**config.mk**
```make
export PLATFORM = sky130hd
export DESIGN_NAME = tox_overhead
export DESIGN_NICKNAME = d
export VERILOG_FILES = /design/src/design/tox_pkg.sv /design/src/design/tox_line_if.sv /design/src/design/tox_line_encoder.sv /design/src/design/tox_overhead.sv
export SDC_FILE = /design/constraint.sdc
export NUM_CORES = 1
export LEC_CHECK = 0
export BUFFER_PORTS_ARGS = -buffer_cell sky130_fd_sc_hd__buf_2
export CAP_MARGIN = 20
export CORE_UTILIZATION = 30
export CTS_CLUSTER_SIZE = 12
export DETAILED_ROUTE_END_ITERATION = 16
export PLACE_DENSITY = 0.5
export SETUP_SLACK_MARGIN = 0.4
export SYNTH_ARGS = -nofsm -noshare
export SYNTH_HDL_FRONTEND = slang
export SYNTH_SLANG_ARGS = --single-unit
```
**constraint.sdc**
```tcl
create_clock -name I_CORE_CLK -period 4.55 [get_ports I_CORE_CLK]
set_input_delay 0 -clock I_CORE_CLK [delete_from_list [all_inputs] [get_ports I_CORE_CLK]]
set_output_delay 0 -clock I_CORE_CLK [all_outputs]
set_load 0.02 [all_outputs]
```
**src/design/tox_pkg.sv**
```systemverilog
/*
  Shared constants for the transmit overhead insert and error inject block.
  Assumes an 8-bit parallel register port and a per-bit transmit stream.
*/
`default_nettype none

package tox_pkg;
  // Register addresses on the parallel port
  localparam logic [7:0] ADDR_FRAME_FORMAT = 8'h72;
  localparam logic [7:0] ADDR_ERROR_INSERT = 8'h73;
  localparam logic [7:0] ADDR_MANUAL = 8'h74;
  localparam logic [7:0] REG_RESET = 8'h00;
  // Bits 7 and 6 of the frame format are reserved and read zero
  localparam logic [7:0] FMT_MASK = 8'h3F;
  // Direction bit is a stored level, all others are one-shot requests
  localparam logic [7:0] ERR_PEND_MASK = 8'hEF;

  // Frame format fields
  localparam int FMT_MYEL = 5;
  localparam int FMT_YEL = 4;
  localparam int FMT_MF = 3;
  localparam int FMT_FE = 2;
  localparam int FMT_CRC = 1;
  localparam int FMT_FBIT = 0;

  // Error insert fields
  localparam int ERR_MAS = 7;
  localparam int ERR_MF = 6;
  localparam int ERR_PAT = 5;
  localparam int ERR_DIR = 4;
  localparam int ERR_SHIFT = 3;
  localparam int ERR_CRC = 2;
  localparam int ERR_FBIT = 1;
  localparam int ERR_LCV = 0;

  // Manual spare and far-end block error fields
  localparam int MAN_SPARE_LO = 3;
  localparam int MAN_FEBE15 = 2;
  localparam int MAN_FEBE13 = 1;
  localparam int MAN_OVR = 0;
  localparam int SPARE_BYTES = 5;

  // Consecutive marks needed before a violation may be placed
  localparam logic [1:0] MARK_RUN_NEEDED = 2'h2;

  typedef enum logic {ENC_IDLE, ENC_SECOND} tox_enc_e;
endpackage

`default_nettype wire

```
**src/design/tox_line_if.sv**
```systemverilog
/*
  Carrier between the overhead formatter and the bipolar line encoder.
  Assumes both ends sit on the same core clock.
*/
`timescale 1ns/10ps
`default_nettype none

interface tox_line_if;
  logic bit_val;
  logic bit_vld;
  logic lcv_req;
  logic e1_mode;
  logic lcv_done;
  logic pos;
  logic neg;

  modport fmt (output bit_val, output bit_vld, output lcv_req, output e1_mode,
               input lcv_done, input pos, input neg);
  modport enc (input bit_val, input bit_vld, input lcv_req, input e1_mode,
               output lcv_done, output pos, output neg);
endinterface

`default_nettype wire

```
**src/design/tox_line_encoder.sv**
```systemverilog
/*
  Bipolar mark encoder with line code violation injection.
  Assumes one valid strobe per line bit from the formatter, same clock.
*/
`timescale 1ns/10ps
`default_nettype none

module tox_line_encoder (
  input wire logic i_clk,
  input wire logic i_reset,
  tox_line_if.enc lif
);
  typedef struct packed {
    tox_pkg::tox_enc_e state;
    logic pol;
    logic [1:0] run;
    logic done;
    logic pos;
    logic neg;
  } tox_enc_s;

  tox_enc_s st_q;
  tox_enc_s st_d;
  logic viol;
  logic start_ok;

  // A violation waits for two marks so no framing or CRC bit is hurt
  assign start_ok = lif.lcv_req & ~st_q.done & (st_q.run == tox_pkg::MARK_RUN_NEEDED);

  // Next state of the encoder
  always_comb
  begin
    st_d = st_q;
    viol = 1'b0;
    st_d.done = 1'b0;
    st_d.pos = 1'b0;
    st_d.neg = 1'b0;
    if (lif.bit_vld & ~lif.bit_val)
    begin
      st_d.run = 2'h0;
    end
    else if (lif.bit_vld)
    begin
      case (st_q.state)
        tox_pkg::ENC_IDLE:
        begin
          if (start_ok)
          begin
            viol = 1'b1;
            if (lif.e1_mode)
              st_d.state = tox_pkg::ENC_SECOND;
            else
              st_d.done = 1'b1;
          end
        end
        tox_pkg::ENC_SECOND:
        begin
          viol = 1'b1;
          st_d.done = 1'b1;
          st_d.state = tox_pkg::ENC_IDLE;
        end
        default:
        begin
          st_d.state = tox_pkg::ENC_IDLE;
        end
      endcase
      st_d.pol = viol ? st_q.pol : ~st_q.pol;
      st_d.pos = st_d.pol;
      st_d.neg = ~st_d.pol;
      if (viol)
        st_d.run = 2'h0;
      else if (st_q.run != tox_pkg::MARK_RUN_NEEDED)
        st_d.run = st_q.run + 2'h1;
    end
  end

  // State register
  always_ff @(posedge i_clk)
  begin
    if (i_reset)
      st_q <= '{state: tox_pkg::ENC_IDLE, pol: 1'b0, run: 2'h0, done: 1'b0,
                pos: 1'b0, neg: 1'b0};
    else
      st_q <= st_d;
  end

  assign lif.lcv_done = st_q.done;
  assign lif.pos = st_q.pos;
  assign lif.neg = st_q.neg;
endmodule

`default_nettype wire

```
**src/design/tox_overhead.sv**
```systemverilog
/*
  Transmit overhead insertion and forced error injection, top module.
  Assumes a bit strobe with position flags from the frame timing logic,
  generated overhead values from the formatters, and slip buffer data.
*/
// What this block does
// - Multiframe yellow inserted only in E1 modes
// - Yellow enable selects formatter yellow alarm bits
// - Alignment enable inserts multiframe pattern, else passthrough
// - Automatic far-end error drives frame 13/15 low
// - CRC enable inserts computed check bits
// - Framing enable inserts terminal or FAS pattern
// - Write one injects exactly one error each
// - Inverts first signalling multiframe alignment bit
// - Inverts next multiframe alignment bit
// - Inverts next pseudo-random pattern bit
// - Alignment shift drops or inserts one bit
// - Shift adjusts slip buffer read rate
// - Inverts next CRC or framing bit
// - T1 violation waits for two marks
// - E1 violation sends two same-polarity violations
// - Spare-byte enables pick manual spare data
// - Far-end bits: passthrough, automatic or manual
// - Received CRC errors held one multiframe
// - Disabled overhead passes system data unchanged
`timescale 1ns/10ps
`default_nettype none

module tox_overhead #(
  parameter int SPARE_BYTES = tox_pkg::SPARE_BYTES
) (
  input wire logic I_CORE_CLK,
  input wire logic I_RESET,
  input wire logic [7:0] I_REG_ADDR,
  input wire logic [7:0] I_REG_WDATA,
  input wire logic I_REG_WR,
  output logic [7:0] O_REG_RDATA,
  input wire logic I_LINE_RATE_T1,
  input wire logic I_BIT_EN,
  input wire logic I_SYS_DATA,
  input wire logic I_POS_FBIT,
  input wire logic I_POS_MF,
  input wire logic I_POS_CRC,
  input wire logic I_POS_YEL,
  input wire logic I_POS_MYEL,
  input wire logic I_POS_MAS_FIRST,
  input wire logic I_POS_TS0_BIT1,
  input wire logic I_POS_FAS_FIRST,
  input wire logic I_POS_FEBE13,
  input wire logic I_POS_FEBE15,
  input wire logic [SPARE_BYTES-1:0] I_POS_SPARE,
  input wire logic I_MF_START,
  input wire logic I_GEN_FBIT,
  input wire logic I_GEN_MF,
  input wire logic I_GEN_CRC,
  input wire logic I_GEN_YEL,
  input wire logic I_GEN_MYEL,
  input wire logic I_GEN_SPARE,
  input wire logic I_PRBS_ACTIVE,
  input wire logic I_PRBS_BIT,
  input wire logic I_RX_CRC_ERR_SMF1,
  input wire logic I_RX_CRC_ERR_SMF2,
  output logic O_TX_DATA,
  output logic O_TX_VALID,
  output logic O_STALL,
  output logic O_SLIP_ADJ,
  output logic O_SLIP_ADJ_INSERT,
  output logic O_DIG_POS,
  output logic O_DIG_NEG,
  output logic O_ANA_POS,
  output logic O_ANA_NEG
);
  typedef struct packed {
    logic [7:0] fmt;
    logic [7:0] err;
    logic [7:0] man;
    logic [7:0] rdata;
    logic tx_data;
    logic tx_valid;
    logic slip_adj;
    logic slip_ins;
    logic [1:0] sync1;
    logic [1:0] sync2;
    logic [1:0] last;
    logic [1:0] hold;
    logic [1:0] use_err;
  } tox_ovh_s;

  tox_ovh_s st_q;
  tox_ovh_s st_d;
  tox_line_if lif ();

  logic e1;
  logic wr_fmt;
  logic wr_err;
  logic wr_man;
  logic [1:0] crc_evt;
  logic shift_drop;
  logic shift_ins;
  logic [SPARE_BYTES-1:0] spare_hit;
  logic [7:0] clr;
  logic [7:0] set;
  logic b;

  assign e1 = ~I_LINE_RATE_T1;
  assign wr_fmt = I_REG_WR & (I_REG_ADDR == tox_pkg::ADDR_FRAME_FORMAT);
  assign wr_err = I_REG_WR & (I_REG_ADDR == tox_pkg::ADDR_ERROR_INSERT);
  assign wr_man = I_REG_WR & (I_REG_ADDR == tox_pkg::ADDR_MANUAL);
  assign set = wr_err ? (I_REG_WDATA & tox_pkg::ERR_PEND_MASK) : 8'h00;

  // Receive CRC error pulses arrive from the receive timing, edge taken after sync
  assign crc_evt = st_q.sync2 & ~st_q.last;

  // Shift drops the frame bit in T1 or bit 1 of slot 0 in E1
  assign shift_drop = I_BIT_EN & st_q.err[tox_pkg::ERR_SHIFT] &
    ((I_LINE_RATE_T1 & I_POS_FBIT) |
     (e1 & ~st_q.err[tox_pkg::ERR_DIR] & I_POS_TS0_BIT1));
  // Insert case emits an extra one and holds the upstream bit
  assign shift_ins = I_BIT_EN & st_q.err[tox_pkg::ERR_SHIFT] & e1 &
    st_q.err[tox_pkg::ERR_DIR] & I_POS_FAS_FIRST;
  assign O_STALL = shift_ins;

  // Manual spare byte selection, one enable per spare byte
  genvar g;
  generate
    for (g = 0; g < SPARE_BYTES; g++)
    begin : g_spare
      assign spare_hit[g] = I_POS_SPARE[g] & st_q.man[tox_pkg::MAN_SPARE_LO + g];
    end
  endgenerate

  // Bit overlay, error injection and register updates
  always_comb
  begin
    st_d = st_q;
    clr = 8'h00;
    b = I_SYS_DATA;
    if (I_PRBS_ACTIVE)
      b = I_PRBS_BIT;
    if (I_POS_FBIT & st_q.fmt[tox_pkg::FMT_FBIT])
      b = I_GEN_FBIT;
    if (I_POS_MF & st_q.fmt[tox_pkg::FMT_MF])
      b = I_GEN_MF;
    if (I_POS_CRC & st_q.fmt[tox_pkg::FMT_CRC])
      b = I_GEN_CRC;
    if (I_POS_YEL & st_q.fmt[tox_pkg::FMT_YEL])
      b = I_GEN_YEL;
    // Multiframe yellow has no meaning on a T1 line, so it is gated off there
    if (I_POS_MYEL & st_q.fmt[tox_pkg::FMT_MYEL] & e1)
      b = I_GEN_MYEL;
    if (|spare_hit)
      b = I_GEN_SPARE;
    // Far-end bits: automatic is active low, manual wins when selected
    if (e1 & st_q.fmt[tox_pkg::FMT_FE] & I_POS_FEBE13)
      b = st_q.man[tox_pkg::MAN_OVR] ? st_q.man[tox_pkg::MAN_FEBE13] : ~st_q.use_err[0];
    if (e1 & st_q.fmt[tox_pkg::FMT_FE] & I_POS_FEBE15)
      b = st_q.man[tox_pkg::MAN_OVR] ? st_q.man[tox_pkg::MAN_FEBE15] : ~st_q.use_err[1];
    if (I_BIT_EN)
    begin
      // Each request except shift inverts one bit and then drops
      if (I_POS_FBIT & st_q.err[tox_pkg::ERR_FBIT])
      begin
        b = ~b;
        clr[tox_pkg::ERR_FBIT] = 1'b1;
      end
      if (I_POS_MF & st_q.err[tox_pkg::ERR_MF])
      begin
        b = ~b;
        clr[tox_pkg::ERR_MF] = 1'b1;
      end
      if (I_POS_CRC & st_q.err[tox_pkg::ERR_CRC])
      begin
        b = ~b;
        clr[tox_pkg::ERR_CRC] = 1'b1;
      end
      if (I_POS_MAS_FIRST & st_q.err[tox_pkg::ERR_MAS])
      begin
        b = ~b;
        clr[tox_pkg::ERR_MAS] = 1'b1;
      end
      if (I_PRBS_ACTIVE & st_q.err[tox_pkg::ERR_PAT])
      begin
        b = ~b;
        clr[tox_pkg::ERR_PAT] = 1'b1;
      end
      if (shift_drop | shift_ins)
        clr[tox_pkg::ERR_SHIFT] = 1'b1;
      if (shift_ins)
        b = 1'b1;
    end
    clr[tox_pkg::ERR_LCV] = lif.lcv_done;
    // A write in the same cycle as a clear keeps the request
    st_d.err = (st_q.err & ~clr) | set;
    if (wr_err)
      st_d.err[tox_pkg::ERR_DIR] = I_REG_WDATA[tox_pkg::ERR_DIR];
    if (wr_fmt)
      st_d.fmt = I_REG_WDATA & tox_pkg::FMT_MASK;
    if (wr_man)
      st_d.man = I_REG_WDATA;
    st_d.tx_data = I_BIT_EN ? b : st_q.tx_data;
    st_d.tx_valid = I_BIT_EN & ~shift_drop;
    st_d.slip_adj = shift_drop | shift_ins;
    st_d.slip_ins = (shift_drop | shift_ins) ? shift_ins : st_q.slip_ins;
    // Receive error hold for a whole multiframe, new events win over the handoff
    st_d.sync1 = {I_RX_CRC_ERR_SMF2, I_RX_CRC_ERR_SMF1};
    st_d.sync2 = st_q.sync1;
    st_d.last = st_q.sync2;
    st_d.hold = crc_evt | (st_q.hold & ~{2{I_MF_START}});
    if (I_MF_START)
      st_d.use_err = st_q.hold;
    case (I_REG_ADDR)
      tox_pkg::ADDR_FRAME_FORMAT: st_d.rdata = st_q.fmt;
      tox_pkg::ADDR_ERROR_INSERT: st_d.rdata = st_q.err;
      tox_pkg::ADDR_MANUAL: st_d.rdata = st_q.man;
      default: st_d.rdata = 8'h00;
    endcase
  end

  // State register, synchronous reset
  always_ff @(posedge I_CORE_CLK)
  begin
    if (I_RESET)
      st_q <= '{fmt: tox_pkg::REG_RESET, err: tox_pkg::REG_RESET,
                man: tox_pkg::REG_RESET, rdata: 8'h00, tx_data: 1'b0,
                tx_valid: 1'b0, slip_adj: 1'b0, slip_ins: 1'b0, sync1: 2'h0,
                sync2: 2'h0, last: 2'h0, hold: 2'h0, use_err: 2'h0};
    else
      st_q <= st_d;
  end

  // Line encoder shares the same final bit as the loopback tap
  assign lif.bit_val = st_q.tx_data;
  assign lif.bit_vld = st_q.tx_valid;
  assign lif.lcv_req = st_q.err[tox_pkg::ERR_LCV];
  assign lif.e1_mode = e1;

  tox_line_encoder u_enc (
    .i_clk (I_CORE_CLK),
    .i_reset (I_RESET),
    .lif (lif)
  );

  // Outputs straight from flip-flops
  assign O_REG_RDATA = st_q.rdata;
  assign O_TX_DATA = st_q.tx_data;
  assign O_TX_VALID = st_q.tx_valid;
  assign O_SLIP_ADJ = st_q.slip_adj;
  assign O_SLIP_ADJ_INSERT = st_q.slip_ins;
  assign O_DIG_POS = lif.pos;
  assign O_DIG_NEG = lif.neg;
  assign O_ANA_POS = lif.pos;
  assign O_ANA_NEG = lif.neg;
endmodule

`default_nettype wire

```
==> results.json <==
{
  "worstSkewPairLatency_ns": 0.30,
  "vdd_drop_max_v": 0.0001312,
  "synth-simple-area-share_pct": 23.39,
  "synthAdderAreaFrac_pct": 0.5583,
  "ys_types": 39,
  "critical_path_class": "reg -> reg",
  "synth_xor_area_share_pct": 2.736,
  "vias": 1977,
  "timing.fmax_mhz": 567.3,
  "fin_cells": 412,
  "grt_max_degree": 44,
  "dp_hpwl_mm": 4.186,
  "ys.flop_type": "dfxtp_1",
  "root_buffer": "clkbuf_8",
  "regToRegStartpoint": "st_q[25]$_SDFFE_PP0P_",
  "ys_seq_area_share_pct": 45.56,
  "muxShareOfSynthArea_pct": 5.807,
  "dp.cells": 395,
  "async_reset_ff_share_pct": 0,
  "cp.arrival_ns": 1.97,
  "synthCells": 253,
  "rsz0062_at_grt": "no",
  "p_per_area_nw_per_um2": 302.7,
  "slew_violations": 0,
  "p_int_w": 0.0006459,
  "min_to": "st_q[1]$_SDFFE_PP0P_",
  "crit_buf_inv": 0,
  "min_from": "I_MF_START",
  "tightest_slew_ns": 0.7945,
  "r2r_cells": 6,
  "synth_top_family_by_area": "simple AND/OR/NAND/NOR gates",
  "boundaryPins": 65,
  "leakagePower_nw": 1.082,
  "syn_avg_cell_area_um2": 8.857,
  "drcViolationCount": 0,
  "timing.max_cap.violations": 0,
  "hp-class": "in -> reg",
  "cp-end-kind": "register",
  "clk_pin_slew_worst_paths_ns": 0.10,
  "crit_required_ns": 4.76,
  "final-setup-viol-count": 0,
  "io_buffers": 64,
  "antenna_cells": 0,
  "p_total_w": 0.0008382,
  "cp_max_fo": 3,
  "coreArea_um2": 7253,
  "ys_warn_count": 0,
  "switching_share_pct": 22.94,
  "drt_iter0_markers": 171,
  "p_sw_w": 0.0001923,
  "dr.pass1.iters": 5,
  "relSlewSlack_pct": 47.03,
  "die_x_um": 88.43,
  "area_growth_pct": 23.56,
  "fp.dieH_um": 88.43,
  "fin_skew_ns": 0.006705,
  "totalWireLength_mm": 5.805,
  "grt_usage_pct": 15.17,
  "fin_setup_tns_ns": 0,
  "ys_ff_latch": 51,
  "antenna_found_initial": 0,
  "crit_path_start": "st_q[25]$_SDFFE_PP0P_",
  "n_fill_cell": 766,
  "cts_num_sinks": 51,
  "postRouteAntennaNets": 0,
  "cts_inserted_buffers": 5,
  "synth_edf_count": 0,
  "rr_endpoint": "O_TX_DATA$_SDFFE_PP0P_",
  "grt_pass1_wl_mm": 8.866,
  "die_area_um2": 7819,
  "ctsResizeCount": 0,
  "hold_slack_ns": -0.002845,
  "via_per_inst": 4.799,
  "clkPwrFrac_pct": 37.7,
  "wire_per_inst_um": 14.09,
  "h-tree-depth": 2,
  "fin_crit_ns": 1.763,
  "synth_compound_area_share_pct": 15.30,
  "place.gp.congestion": 0.8058,
  "cp_slowest_cell": "a222oi_1",
  "grt_pass1_vias": 1768,
  "fin_crit_sh_pct": 38.74,
  "clock_path_buffers": 2,
  "violations": "hold timing",
  "finalHoldViolations": 1,
  "path_delay_family": "compound AO/OA/AOI/OAI gates",
  "rrSetupSlack_ns": 2.79,
  "pwr-share-comb_pct": 8.0,
  "worstSetupStartpointType": "register",
  "cp_cell_sequence": "a222oi_1, a21boi_0, o22ai_1, o211ai_2, xnor2_1, a311oi_1",
  "slowest_delay_ns": 0.49,
  "syn-cell-area_um2": 2241,
  "seqPwrFrac_pct": 54.4,
  "status": "finished, violations left",
  "drive_above_1_share_pct": 25.56,
  "cts_tree": "yes",
  "start_util_pct": 30.90,
  "row_count": 31,
  "synth_nets": 302,
  "final_nets": 362,
  "hold_depth": 3,
  "grt-ovfl-total": 0
}
[synth_stat cells, drive strengths merged, types with 2 or more instances]
cell type | count | area, um2
and3b | 2 | 17.52
nor3b | 2 | 15.01
nor2 | 40 | 157.6
buf | 14 | 100.1
a31oi | 3 | 18.77
clkbuf | 8 | 30.03
or3 | 2 | 12.51
a21oi | 15 | 75.07
inv | 5 | 18.77
dfxtp | 51 | 1021
a32oi | 2 | 17.52
xor2 | 2 | 17.52
nor2b | 7 | 43.79
and4bb | 2 | 25.02
a22oi | 10 | 75.07
nand2b | 6 | 37.54
o21ai | 3 | 15.01
nand2 | 25 | 96.35
mux2i | 13 | 130.1
nand3 | 6 | 30.03
nor3 | 3 | 15.01
xnor2 | 5 | 43.79
o22ai | 4 | 25.02
and2 | 6 | 37.54
a222oi | 7 | 70.07
[worst max path at each step]
| stage | slack (ns) | endpoint | cells past startpoint |
|---|---|---|---|
| after floorplan | 3.10 | O_TX_DATA$_SDFFE_PP0P_ | 6 |
| after global routing | 2.61 | O_TX_DATA$_SDFFE_PP0P_ | 6 |
| after global placement | 2.79 | st_q[34]$_SDFFE_PP0P_ | 7 |
| after detailed placement | 2.78 | st_q[34]$_SDFFE_PP0P_ | 7 |
| after CTS | 2.80 | O_TX_DATA$_SDFFE_PP0P_ | 6 |
| final | 2.79 | O_TX_DATA$_SDFFE_PP0P_ | 6 |
[final cells by class]
cell class / count / area (um2) / share of cell area [%]
Clock buffer: 5 / 68.82 / 2.485
Timing Repair Buffer: 75 / 427.9 / 15.45
Clock inverter: 2 / 37.54 / 1.356
Multi-Input combinational cell: 175 / 1071 / 38.68
Inverter: 5 / 18.77 / 0.6778
Sequential cell: 51 / 1021 / 36.87
Tap cell: 99 / 123.9 / 4.474
[layer usage]
| layer | track usage (%) | up-vias | wire length, um | share of wire (%) |
|---|---|---|---|---|
| li1 | - | 990 | - | - |
| met1 | 20.22 | 920 | 2701 | 47 |
| met2 | 24.76 | 61 | 2693 | 46 |
| met3 | 2.892 | 6 | 350 | 6.0 |
| met4 | 4.839 | 0 | 59 | 1.0 |
| met5 | 0 | - | 0 | 0 |
[power by group through the flow]
stage	Sequential [W]	Clock (W)	Combinational, W
floorplan	0.000467	0	0.0000264
CTS	0.000456	0.000322	0.0000679
detailed placement	0.000466	0	0.0000610
global placement	0.000466	0	0.0000608
finish	0.000456	0.000316	0.0000669
global route	0.000457	0.000339	0.0000734
[metrics by stage]
step / util (%) / worst slack (ns) / area [um2]
2_1_floorplan: - / 3.096 / 2241
3_3_place_gp: 35.33 / 2.791 / 2562
3_5_place_dp: 35.33 / 2.775 / 2562
4_1_cts: 38.17 / 2.805 / 2769
5_1_grt: 38.17 / 2.614 / 2769
6_report: 38.17 / 2.787 / 2769
[tightest hold or removal path, delay by kind of cell]
family,cells,cell delay [ns]
simple gates,1,0.07
buf+inv,1,0.12
mux,1,0.08
[repair_timing]
| item | CTS | global route |
|---|---|---|
| endpoints found under the hold margin | 22 | 0 |
| hold buffers | 10 | 0 |
| buffers inserted | 0 | 0 |
[state kept, by name, summed over array words and instances, names as in the netlist]
register and cells:
O_TX_VALID 1, O_TX_DATA 1, u_enc.st_q 4, O_SLIP_ADJ 1, st_q 27, u_enc.lif.lcv_done 1
u_enc.lif.neg 1, O_SLIP_ADJ_INSERT 1, O_REG_RDATA 8, st_d 4, u_enc.lif.pos 1, lif.lcv_req 1
[logic make-up after synthesis]
family | count (synthesis)
and+or+nand+nor | 105
DFF | 51
AOI/OAI and AO/OA | 49
buffers and inverters | 27
muxes | 13
xor gates and xnor gates | 7
adders and majority gates | 1
[cells in the final DEF (no fill, tap or decap), types with 7 or more instances in the layout]
| cell | n |
|---|---|
| a21oi_1 | 15 |
| a222oi_1 | 7 |
| a22oi_1 | 10 |
| buf_2 | 64 |
| dfxtp_1 | 51 |
| dlygate4sd3_1 | 10 |
| mux2i_1 | 13 |
| nand2_1 | 24 |
| nor2_1 | 39 |
| nor2b_1 | 7 |
No activity file was read; power rests on OpenSTA's default activity.
